--- config.mk ---
export PLATFORM = sky130hd
export DESIGN_NAME = ufc_channel
export DESIGN_NICKNAME = d
export VERILOG_FILES = /design/src/hw/ufc_pkg.sv /design/src/hw/ufc_channel.sv /design/src/hw/ufc_rx_fifo.sv
export SDC_FILE = /design/constraint.sdc
export NUM_CORES = 1
export LEC_CHECK = 0
export ABC_AREA = 1
export ABC_CLOCK_PERIOD_IN_PS = 2800
export BUFFER_PORTS_ARGS = -buffer_cell sky130_fd_sc_hd__buf_4
export CAP_MARGIN = 20
export CORE_UTILIZATION = 35
export DETAILED_ROUTE_END_ITERATION = 10
export SLEW_MARGIN = 30
export SYNTH_ARGS = -nofsm -noshare
export SYNTH_HDL_FRONTEND = slang
export SYNTH_HIERARCHICAL = 1
export SYNTH_SLANG_ARGS = --single-unit
--- constraint.sdc ---
create_clock -name clock -period 2.8 [get_ports clock]
set_clock_uncertainty 0.2 [all_clocks]
set_input_delay 0.14 -clock clock [delete_from_list [all_inputs] [get_ports clock]]
set_output_delay 0.14 -clock clock [all_outputs]
set_load 0.05 [all_outputs]
--- src/hw/ufc_pkg.sv ---
// constants of one uart channel: register map, reset values, field positions
// assumes a host bus with three address lines and 8-bit data
//
// Notes on behaviour
// - special detect: match second off char, flag
// - compare bit 0 with received lsb
// - mode 10 plus detect: both act independently
// - mode 01 plus detect: drop char, both interrupts
// - auto rts: interrupt at trigger, deassert above
// - auto rts: reassert below lower level
// - rts needs software assert; else plain output
// - auto cts: high halts, low resumes transmit
// - summary: inverted tx flags low, rx high
// - summary driven on bus while select low
// - divisor bytes set at power-up only
// - reset values for control and status registers
// - modem deltas zero, status inverted pins
// - interrupt pin state during reset by select
// - enhanced enable gates protected bit writes
`default_nettype none
package ufc_pkg;
	// =====================================================
	// register offsets (address lines)
	localparam logic [2:0] ADDR_DATA = 3'h0;
	localparam logic [2:0] ADDR_IER = 3'h1;
	localparam logic [2:0] ADDR_ISR = 3'h2;
	localparam logic [2:0] ADDR_LCR = 3'h3;
	localparam logic [2:0] ADDR_MCR = 3'h4;
	localparam logic [2:0] ADDR_LSR = 3'h5;
	localparam logic [2:0] ADDR_MSR = 3'h6;
	localparam logic [2:0] ADDR_SPR = 3'h7;
	localparam logic [7:0] LCR_ENH_KEY = 8'hBF;
	localparam int LCR_DIV_BIT = 7;
	// =====================================================
	// reset values
	localparam logic [7:0] RST_ZERO = 8'h00;
	localparam logic [7:0] RST_ISR = 8'h01;
	localparam logic [7:0] RST_ONES = 8'hFF;
	localparam logic [7:0] DIV_HIGH_POWERUP = 8'h00;
	localparam logic [7:0] DIV_LOW_POWERUP = 8'h01;
	// =====================================================
	// field positions
	localparam int EFR_ENH_BIT = 4;
	localparam int EFR_SPEC_BIT = 5;
	localparam int EFR_RTS_BIT = 6;
	localparam int EFR_CTS_BIT = 7;
	localparam int IER_RX_BIT = 0;
	localparam int IER_MODEM_BIT = 3;
	localparam int IER_SPEC_BIT = 5;
	localparam int MCR_DTR_BIT = 0;
	localparam int MCR_RTS_BIT = 1;
	localparam int MCR_IRQ_EN_BIT = 3;
	localparam logic [1:0] RXFC_OFF = 2'b00;
	localparam logic [1:0] RXFC_SECOND = 2'b01;
	localparam logic [1:0] RXFC_FIRST = 2'b10;
	localparam logic [1:0] RXFC_BOTH = 2'b11;
	localparam logic [7:0] ISR_NONE = 8'h01;
	localparam logic [7:0] ISR_RXDATA = 8'h04;
	localparam logic [7:0] ISR_SPECIAL = 8'h10;
	localparam logic [7:0] ISR_MODEM = 8'h00;
	// =====================================================
	// receive fifo and trigger levels
	localparam int RX_FIFO_DEPTH = 8;
	localparam logic [3:0] TRIG_L0 = 4'h1;
	localparam logic [3:0] TRIG_L1 = 4'h2;
	localparam logic [3:0] TRIG_L2 = 4'h4;
	localparam logic [3:0] TRIG_L3 = 4'h6;
	localparam logic [3:0] TRIG_HYST = 4'h1;
endpackage : ufc_pkg
`default_nettype wire

--- src/hw/ufc_channel.sv ---
// one uart channel: registers, special detect, flow control, summary
// assumes host strobes and serial-side handshakes synchronous to clock
`default_nettype none
module ufc_channel
	import ufc_pkg::*;
#(
	parameter int FIFO_DEPTH = ufc_pkg::RX_FIFO_DEPTH
) (
	input wire logic clock,
	input wire logic rst,
	input wire logic chipSelN,
	input wire logic readN,
	input wire logic writeN,
	input wire logic [2:0] addr,
	input wire logic [7:0] busDataIn,
	output logic [7:0] busDataOut,
	output logic busDataOe,
	input wire logic fifoSummarySelectN,
	input wire logic [3:0] allTxSpaceN,
	input wire logic [3:0] allRxAvailN,
	input wire logic irqDriveSelect,
	output logic irqOut,
	output logic irqOe,
	input wire logic [7:0] rxChar,
	input wire logic rxValid,
	output logic rxReady,
	output logic [7:0] txChar,
	output logic txValid,
	input wire logic txReady,
	input wire logic ctsN,
	input wire logic dsrN,
	input wire logic riN,
	input wire logic cdN,
	output logic rtsN,
	output logic dtrN,
	output logic serialTxOut,
	output logic infraredTxOut,
	output logic txSpaceFlagN,
	output logic rxAvailFlagN
);
	import ufc_pkg::*;
	localparam int CW = $clog2(FIFO_DEPTH) + 1;

	// =====================================================
	// state
	logic [7:0] ier_q, ier_d, fcr_q, fcr_d, lcr_q, lcr_d, mcr_q, mcr_d;
	logic [7:0] spr_q, spr_d, efr_q, efr_d, dld_q, dld_d;
	logic [7:0] onOne_q, onOne_d, onTwo_q, onTwo_d;
	logic [7:0] offOne_q, offOne_d, offTwo_q, offTwo_d;
	logic [7:0] thr_q, thr_d, busData_q, busData_d, fifo_ready_summary_q, fifo_ready_summary_d;
	logic [7:0] divLow_q = DIV_LOW_POWERUP;
	logic [7:0] divHigh_q = DIV_HIGH_POWERUP;
	logic [7:0] divLow_d, divHigh_d;
	logic thrFull_q, thrFull_d, rdPrev_q, rdPrev_d, wrPrev_q, wrPrev_d;
	logic specFlag_q, specFlag_d, offFlag_q, offFlag_d;
	logic swHalt_q, swHalt_d, rtsHalt_q, rtsHalt_d;
	logic [3:0] delta_q, delta_d, modemPrev_q;
	logic [3:0] modemNow;

	// =====================================================
	// bus decode
	logic rdAct, wrAct, rdStart, wrStart, enhBank, divBank, enhEn;
	logic [7:0] rdMux, interrupt_source_reg, line_status_reg, modem_status_reg;
	assign rdAct = !chipSelN && !readN;
	assign wrAct = !chipSelN && !writeN;
	assign rdStart = rdAct && !rdPrev_q;
	assign wrStart = wrAct && !wrPrev_q;
	assign enhBank = lcr_q == LCR_ENH_KEY;
	assign divBank = lcr_q[LCR_DIV_BIT] && !enhBank;
	assign enhEn = efr_q[EFR_ENH_BIT];

	// =====================================================
	// receive path
	logic [7:0] fifoHead;
	logic fifoInReady, fifoOutValid, fifoPop, fifoPush;
	logic [CW-1:0] fifoCount;
	logic [1:0] rxMode;
	logic mOffOne, mOffTwo, mOnOne, mOnTwo, isOff, isOn, isSpec, dropChar, rxTake;
	assign rxMode = efr_q[1:0];
	assign mOffOne = rxChar[7:0] == offOne_q[7:0];
	assign mOffTwo = rxChar[7:0] == offTwo_q[7:0];
	assign mOnOne = rxChar == onOne_q;
	assign mOnTwo = rxChar == onTwo_q;
	assign isOff = (rxMode == RXFC_FIRST && mOffOne) || (rxMode == RXFC_SECOND && mOffTwo)
		|| (rxMode == RXFC_BOTH && (mOffOne || mOffTwo));
	assign isOn = (rxMode == RXFC_FIRST && mOnOne) || (rxMode == RXFC_SECOND && mOnTwo)
		|| (rxMode == RXFC_BOTH && (mOnOne || mOnTwo));
	assign isSpec = efr_q[EFR_SPEC_BIT] && mOffTwo;
	// flow characters never enter the fifo; special alone is stored
	assign dropChar = isOff || isOn;
	assign rxReady = dropChar || fifoInReady;
	assign rxTake = rxValid && rxReady;
	assign fifoPush = rxValid && !dropChar;
	assign fifoPop = rdStart && addr == ADDR_DATA && !divBank;

	ufc_rx_fifo #(
		.WIDTH(8),
		.DEPTH(FIFO_DEPTH)
	) rxFifo (
		.clock(clock),
		.rst(rst),
		.inData(rxChar),
		.inValid(fifoPush),
		.inReady(fifoInReady),
		.outData(fifoHead),
		.outValid(fifoOutValid),
		.outReady(fifoPop),
		.count(fifoCount)
	);

	// =====================================================
	// trigger level and auto rts
	logic [3:0] trig;
	logic rxTrig, autoRts;
	always_comb begin
		case (fcr_q[7:6])
			2'b00: trig = TRIG_L0;
			2'b01: trig = TRIG_L1;
			2'b10: trig = TRIG_L2;
			2'b11: trig = TRIG_L3;
			default: trig = TRIG_L0;
		endcase
	end
	assign autoRts = efr_q[EFR_RTS_BIT];
	assign rxTrig = CW'(trig) <= fifoCount;

	always_comb begin
		rtsHalt_d = rtsHalt_q;
		if (!autoRts) begin
			rtsHalt_d = 1'b0;
		end else if (fifoCount >= CW'(trig + TRIG_HYST)) begin
			rtsHalt_d = 1'b1;
		end else if (fifoCount < CW'(trig)) begin
			rtsHalt_d = 1'b0;
		end
	end
	// without auto rts the pin follows the control bit only
	assign rtsN = !mcr_q[MCR_RTS_BIT] || (autoRts && rtsHalt_q);
	assign dtrN = !mcr_q[MCR_DTR_BIT];

	// =====================================================
	// transmit gating
	logic ctsHalt;
	assign ctsHalt = efr_q[EFR_CTS_BIT] && ctsN;
	assign txValid = thrFull_q && !ctsHalt && !swHalt_q;
	assign txChar = thr_q;
	assign serialTxOut = 1'b1;
	assign infraredTxOut = 1'b0;
	assign txSpaceFlagN = thrFull_q;
	assign rxAvailFlagN = !fifoOutValid;

	// =====================================================
	// status views
	assign modemNow = {cdN, riN, dsrN, ctsN};
	assign modem_status_reg = {~modemNow, delta_q};
	assign line_status_reg = {1'b0, !thrFull_q, !thrFull_q, 4'h0, fifoOutValid};
	always_comb begin
		if (ier_q[IER_RX_BIT] && rxTrig) begin
			interrupt_source_reg = ISR_RXDATA;
		end else if (ier_q[IER_SPEC_BIT] && (specFlag_q || offFlag_q)) begin
			interrupt_source_reg = ISR_SPECIAL;
		end else if (ier_q[IER_MODEM_BIT] && delta_q != 4'h0) begin
			interrupt_source_reg = ISR_MODEM;
		end else begin
			interrupt_source_reg = ISR_NONE;
		end
	end
	// three-state unless selected or enabled; low while in reset
	assign irqOut = !rst && !interrupt_source_reg[0];
	assign irqOe = rst ? irqDriveSelect : (irqDriveSelect || mcr_q[MCR_IRQ_EN_BIT]);

	always_comb begin
		case (addr)
			ADDR_DATA: rdMux = divBank ? divLow_q : fifoHead;
			ADDR_IER: rdMux = divBank ? divHigh_q : ier_q;
			ADDR_ISR: rdMux = enhBank ? efr_q : (divBank ? dld_q : interrupt_source_reg);
			ADDR_LCR: rdMux = lcr_q;
			ADDR_MCR: rdMux = enhBank ? onOne_q : mcr_q;
			ADDR_LSR: rdMux = enhBank ? onTwo_q : line_status_reg;
			ADDR_MSR: rdMux = enhBank ? offOne_q : modem_status_reg;
			ADDR_SPR: rdMux = enhBank ? offTwo_q : spr_q;
			default: rdMux = RST_ONES;
		endcase
	end
	assign fifo_ready_summary_d = {allRxAvailN, ~allTxSpaceN};
	assign busDataOe = rdAct || !fifoSummarySelectN;
	assign busDataOut = busData_q;

	// =====================================================
	// register next values
	always_comb begin
		ier_d = ier_q;
		fcr_d = fcr_q;
		lcr_d = lcr_q;
		mcr_d = mcr_q;
		spr_d = spr_q;
		efr_d = efr_q;
		dld_d = dld_q;
		onOne_d = onOne_q;
		onTwo_d = onTwo_q;
		offOne_d = offOne_q;
		offTwo_d = offTwo_q;
		thr_d = thr_q;
		thrFull_d = thrFull_q;
		divLow_d = divLow_q;
		divHigh_d = divHigh_q;
		specFlag_d = specFlag_q;
		offFlag_d = offFlag_q;
		swHalt_d = swHalt_q;
		delta_d = delta_q;
		rdPrev_d = rdAct;
		wrPrev_d = wrAct;
		busData_d = busData_q;
		if (txValid && txReady) begin
			thrFull_d = 1'b0;
		end
		if (wrStart) begin
			case (addr)
				ADDR_DATA: begin
					if (divBank) begin
						divLow_d = busDataIn;
					end else begin
						thr_d = busDataIn;
						thrFull_d = 1'b1;
					end
				end
				ADDR_IER: begin
					if (divBank) begin
						divHigh_d = busDataIn;
					end else begin
						ier_d = {enhEn ? busDataIn[7:4] : ier_q[7:4], busDataIn[3:0]};
					end
				end
				ADDR_ISR: begin
					if (enhBank) begin
						efr_d = busDataIn;
					end else if (divBank) begin
						dld_d = enhEn ? busDataIn : dld_q;
					end else begin
						fcr_d = {busDataIn[7:6], enhEn ? busDataIn[5:4] : fcr_q[5:4],
							busDataIn[3:0]};
					end
				end
				ADDR_LCR: lcr_d = busDataIn;
				ADDR_MCR: begin
					if (enhBank) begin
						onOne_d = busDataIn;
					end else begin
						mcr_d = {enhEn ? busDataIn[7:5] : mcr_q[7:5], busDataIn[4:0]};
					end
				end
				ADDR_LSR: onTwo_d = enhBank ? busDataIn : onTwo_q;
				ADDR_MSR: offOne_d = enhBank ? busDataIn : offOne_q;
				ADDR_SPR: begin
					if (enhBank) begin
						offTwo_d = busDataIn;
					end else begin
						spr_d = busDataIn;
					end
				end
				default: spr_d = spr_q;
			endcase
		end
		// clears first, so that a same-cycle event still sets
		if (rdStart && addr == ADDR_ISR && !enhBank && !divBank) begin
			specFlag_d = 1'b0;
			offFlag_d = 1'b0;
		end
		if (rdStart && addr == ADDR_MSR && !enhBank) begin
			delta_d = 4'h0;
		end
		delta_d = delta_d | {modemNow[3] ^ modemPrev_q[3], modemNow[2] && !modemPrev_q[2],
			modemNow[1:0] ^ modemPrev_q[1:0]};
		if (rxMode == RXFC_OFF) begin
			swHalt_d = 1'b0;
		end
		if (rxTake) begin
			if (isOff) begin
				swHalt_d = 1'b1;
				offFlag_d = 1'b1;
			end
			if (isOn) begin
				swHalt_d = 1'b0;
			end
			if (isSpec) begin
				specFlag_d = 1'b1;
			end
		end
		if (!fifoSummarySelectN) begin
			busData_d = fifo_ready_summary_q;
		end else if (rdStart) begin
			busData_d = rdMux;
		end
	end

	// =====================================================
	// registers
	always_ff @(posedge clock) begin
		divLow_q <= divLow_d;
		divHigh_q <= divHigh_d;
		modemPrev_q <= modemNow;
		if (rst) begin
			ier_q <= RST_ZERO;
			fcr_q <= RST_ZERO;
			lcr_q <= RST_ZERO;
			mcr_q <= RST_ZERO;
			efr_q <= RST_ZERO;
			dld_q <= RST_ZERO;
			onOne_q <= RST_ZERO;
			onTwo_q <= RST_ZERO;
			offOne_q <= RST_ZERO;
			offTwo_q <= RST_ZERO;
			spr_q <= RST_ONES;
			fifo_ready_summary_q <= RST_ONES;
			busData_q <= RST_ONES;
			thr_q <= RST_ZERO;
			thrFull_q <= 1'b0;
			rdPrev_q <= 1'b0;
			wrPrev_q <= 1'b0;
			specFlag_q <= 1'b0;
			offFlag_q <= 1'b0;
			swHalt_q <= 1'b0;
			rtsHalt_q <= 1'b0;
			delta_q <= 4'h0;
		end else begin
			ier_q <= ier_d;
			fcr_q <= fcr_d;
			lcr_q <= lcr_d;
			mcr_q <= mcr_d;
			efr_q <= efr_d;
			dld_q <= dld_d;
			onOne_q <= onOne_d;
			onTwo_q <= onTwo_d;
			offOne_q <= offOne_d;
			offTwo_q <= offTwo_d;
			spr_q <= spr_d;
			fifo_ready_summary_q <= fifo_ready_summary_d;
			busData_q <= busData_d;
			thr_q <= thr_d;
			thrFull_q <= thrFull_d;
			rdPrev_q <= rdPrev_d;
			wrPrev_q <= wrPrev_d;
			specFlag_q <= specFlag_d;
			offFlag_q <= offFlag_d;
			swHalt_q <= swHalt_d;
			rtsHalt_q <= rtsHalt_d;
			delta_q <= delta_d;
		end
	end
endmodule : ufc_channel
`default_nettype wire

--- src/hw/ufc_rx_fifo.sv ---
// receive fifo: valid/ready on both sides, occupancy count out
// assumes one clock and a synchronous reset
`default_nettype none
module ufc_rx_fifo #(
	parameter int WIDTH = 8,
	parameter int DEPTH = 8
) (
	input wire logic clock,
	input wire logic rst,
	input wire logic [WIDTH-1:0] inData,
	input wire logic inValid,
	output logic inReady,
	output logic [WIDTH-1:0] outData,
	output logic outValid,
	input wire logic outReady,
	output logic [$clog2(DEPTH):0] count
);
	localparam int AW = $clog2(DEPTH);
	logic [WIDTH-1:0] mem_q [DEPTH];
	logic [WIDTH-1:0] mem_d [DEPTH];
	logic [AW-1:0] wrPtr_q, wrPtr_d, rdPtr_q, rdPtr_d;
	logic [AW:0] count_q, count_d;
	logic push, pop;

	// =====================================================
	// handshake and pointers
	assign inReady = count_q != (AW+1)'(DEPTH);
	assign outValid = count_q != '0;
	assign outData = mem_q[rdPtr_q];
	assign count = count_q;
	assign push = inValid && inReady;
	assign pop = outValid && outReady;

	always_comb begin
		mem_d = mem_q;
		wrPtr_d = wrPtr_q;
		rdPtr_d = rdPtr_q;
		count_d = count_q;
		if (push) begin
			mem_d[wrPtr_q] = inData;
			wrPtr_d = (wrPtr_q == AW'(DEPTH - 1)) ? '0 : wrPtr_q + 1'b1;
		end
		if (pop) begin
			rdPtr_d = (rdPtr_q == AW'(DEPTH - 1)) ? '0 : rdPtr_q + 1'b1;
		end
		count_d = count_q + (AW+1)'(push) - (AW+1)'(pop);
	end

	always_ff @(posedge clock) begin
		mem_q <= mem_d;
		if (rst) begin
			wrPtr_q <= '0;
			rdPtr_q <= '0;
			count_q <= '0;
		end else begin
			wrPtr_q <= wrPtr_d;
			rdPtr_q <= rdPtr_d;
			count_q <= count_d;
		end
	end
endmodule : ufc_rx_fifo
`default_nettype wire

==> impl_metrics.ini <==
[worst_setup_path]
crit_chain = nand2_2, nor3_4, nand2_4, nand2_4, nand2_2, nor3_4, nand2_2, inv_1, ha_1, inv_1, ha_1, inv_1, fa_2, xor2_1, nor2_1
required_ns = 3.01
crit_slowest_cell = dfxtp_2
critPathMaxFanout = 3
crit_path_start = lcr_q[0]
critical_path_depth = 15
path_buf_inv = 3
start_kind = flop
r2r-start = lcr_q[0]
reg2reg_depth = 15
end_kind = flop
cpPeakStageDelay_ns = 0.35
cpLargestDelayFamily = simple AND/OR/NAND/NOR gates
critPathKind = flop to flop
worstPathArrival_ns = 2.88

[cts]
h-tree-depth = 1
clock-sinks = 211
cts_tree = done
clock-root-buffer = clkbuf_16
clk_latency_ns = 0.54
numCtsBuffers = 24
cts.clk_slew.worst_paths_ns = 0.06
cts.path.max_buffers = 3

[global_routing]
grt_pass1_wl_mm = 45.7
antenna_found_initial = 0
met3_usage_pct = 2.27
met2_usage_pct = 32.6
grt_usage_pct = 20.3
grt_max_degree = 36
grt_pass1_vias = 8157
gr-total-overflow = 0
grt_most_used_layer = met2
met1_usage_pct = 28.5

[cells_and_area]
largest_reg_flops = 64
fill_cells = 2861
nets = 1497
regMostFlops = rxFifo/mem_q
syn2layout_area_growth_pct = 22.0
diodes = 0
drive_above_1_share_pct = 13.1

[routing]
wl_per_cell_um = 16.2
finalWirelength_mm = 29.7
first_iter_violations = 722
vias = 8922
drt_first_pass_iters = 5
viasPerCell = 4.85
remaining_drc_errors = 0
postRouteAntennaNets = 0

[synth]
yosysMostFrequentCell = nand2_1
synth_ff_type = dfxtp_1
synth_top_cells_by_area = dfxtp_1 (26%), edfxtp_1 (24%), nand2_1 (13%), inv_1 (6.9%), a21oi_1 (5.3%)
synth_area_leader_cell = dfxtp_1
muxShareOfSynthArea_pct = 0
syn_avg_cell_area_um2 = 7.73
synth_top_family_by_area = simple AND/OR/NAND/NOR gates
syn_area_um2 = 10200
synth.distinct_cells = 41
synth_top_cell_area_share_pct = 25.8
ys_warn_count = 6
async_flop_share_pct = 0
synth_edf_count = 80
synth-compound-area-share_pct = 13.0
postSynthRegisterBits = 211
ys_seq_area_share_pct = 49.4
postSynthCellCount = 1315
synth-adder-area-share_pct = 2.29
synth-xor-area-share_pct = 0.947
ys_top_cells_by_count = nand2_1 (350), inv_1 (188), dfxtp_1 (131)
synth_simple_gate_area_share_pct = 23.9

[die]
fp-row-count = 62
die_y_um = 172
dieArea_um2 = 29700
io_pins = 67
chipWidth_um = 172
start_util_pct = 35.5
coreArea_um2 = 28600

[place]
gp_congestion = 0.895
dp_hpwl_mm = 20.8
dp_slack_ns = 0.0941
numPortBuffers = 64

[power_and_ir_drop]
p_seq_share_pct = 45.1
p_int_w = 0.00542
switching_share_pct = 27.9
p_comb_share_pct = 15.6
ir_drop_uv = 391
p_leak_nw = 5.44
powerDensity_nw_per_um2 = 605
p_switching_w = 0.00209
power.share.clock_pct = 39.3

[sta]
worstMarginPinSlew_ns = 0.709
min_period_ns = 2.67
finalCritPeriodShare_pct = 95.2
hold_viol_final = 0
fmax_mhz = 375
slew_viol_final = 0
slew_headroom_pct = 52.6
hold_ws_ns = 0.0692
finalSetupViolCount = 0
timing.final.ws_setup_ns = 0.134

[min_path]
hp-class = input pin to flop
hold_start = addr[0]
hold_path_depth = 4

[outcome]
status = finished clean

[job]
drv_cap = 0
==> path summary, 6_finish.rpt <==
check             slack, ns               to
setup / recovery       0.13  rxFifo/count[2]
hold / removal         0.07      divLow_q[0]
setup reg to reg       0.13  rxFifo/count[2]
hold reg to reg        0.26         ier_q[7]
==> cells in the final DEF, fill, tap and decap left out, types with 4 or more instances in the layout <==
cell	count
a211oi_1	4
a21oi_1	106
buf_4	95
buf_6	5
clkbuf_16	25
clkinv_1	12
clkinv_2	6
dfxtp_1	122
dfxtp_2	8
dlygate4sd3_1	42
edfxtp_1	80
ha_1	17
inv_1	183
inv_2	7
nand2_1	347
nand2_2	6
nand3_1	81
nand3b_1	5
nor2_1	96
nor2_2	5
nor2_4	4
nor3_1	12
nor3_2	4
o211ai_1	12
o21ai_0	107
o22ai_1	10
or2_2	6
xnor2_1	9
==> routing by layer <==
metal	up-vias	share of wire [%]
met5	-	0
met4	0	2.5
met3	45	5.4
met2	236	46
met1	4165	46
li1	4476	-
==> timing repair <==
action | in CTS | in global routing
endpoints found under the setup margin | 0 | 2
buffers inserted | 0 | 3
hold buffers | 42 | 0
hold endpoints to repair | 199 | 0
resized for setup | 0 | 29
==> worst min-delay path, delay by kind of cell <==
family,cells,cell delay [ns]
buffers and inverters,1,0.11
AND/OR/NAND/NOR,3,0.34
==> kinds of logic (layout without fill, tap and decap cells) <==
group	after synthesis	after routing
AO/OA/AOI/OAI	250	250
flip-flops	211	211
buffers and inverters	248	388
other	2	3
AND/OR/NAND/NOR	575	575
XOR/XNOR	11	11
adder cells (fa/ha/maj)	18	18
==> power by group through the flow <==
stage	combinational [W]	sequential [W]	clock (W)
detailed placement	0.00111	0.00345	0
floorplan	0.000676	0.00348	0
finish	0.00117	0.00339	0.00295
CTS	0.00116	0.00339	0.00300
global placement	0.00110	0.00345	0
global route	0.00130	0.00340	0.00315
==> cell type report <==
cell class / count / area [um^2] / share of cell area (%)
clock buffer: 31 / 678 / 5.47
clock inverter: 12 / 65.1 / 0.525
inverter: 200 / 758 / 6.11
multi-input combinational: 857 / 4130 / 33.3
sequential: 211 / 5040 / 40.6
tap: 384 / 480 / 3.87
timing repair buffer: 145 / 1250 / 10.1
==> metrics by stage <==
stage	instance area [um^2]	power, W	instances	utilization, %	setup TNS [ns]
6_report	12400	0.00751	1840	43.3	0
5_1_grt	12400	0.00785	1840	43.3	-0.00629
4_1_cts	12300	0.00755	1837	43.0	0
3_5_place_dp	11100	0.00457	1752	38.9	0
3_3_place_gp	11100	0.00455	1752	38.9	0
2_1_floorplan	10200	0.00415	1316	-	0
No activity file was read; power rests on OpenSTA's default activity.
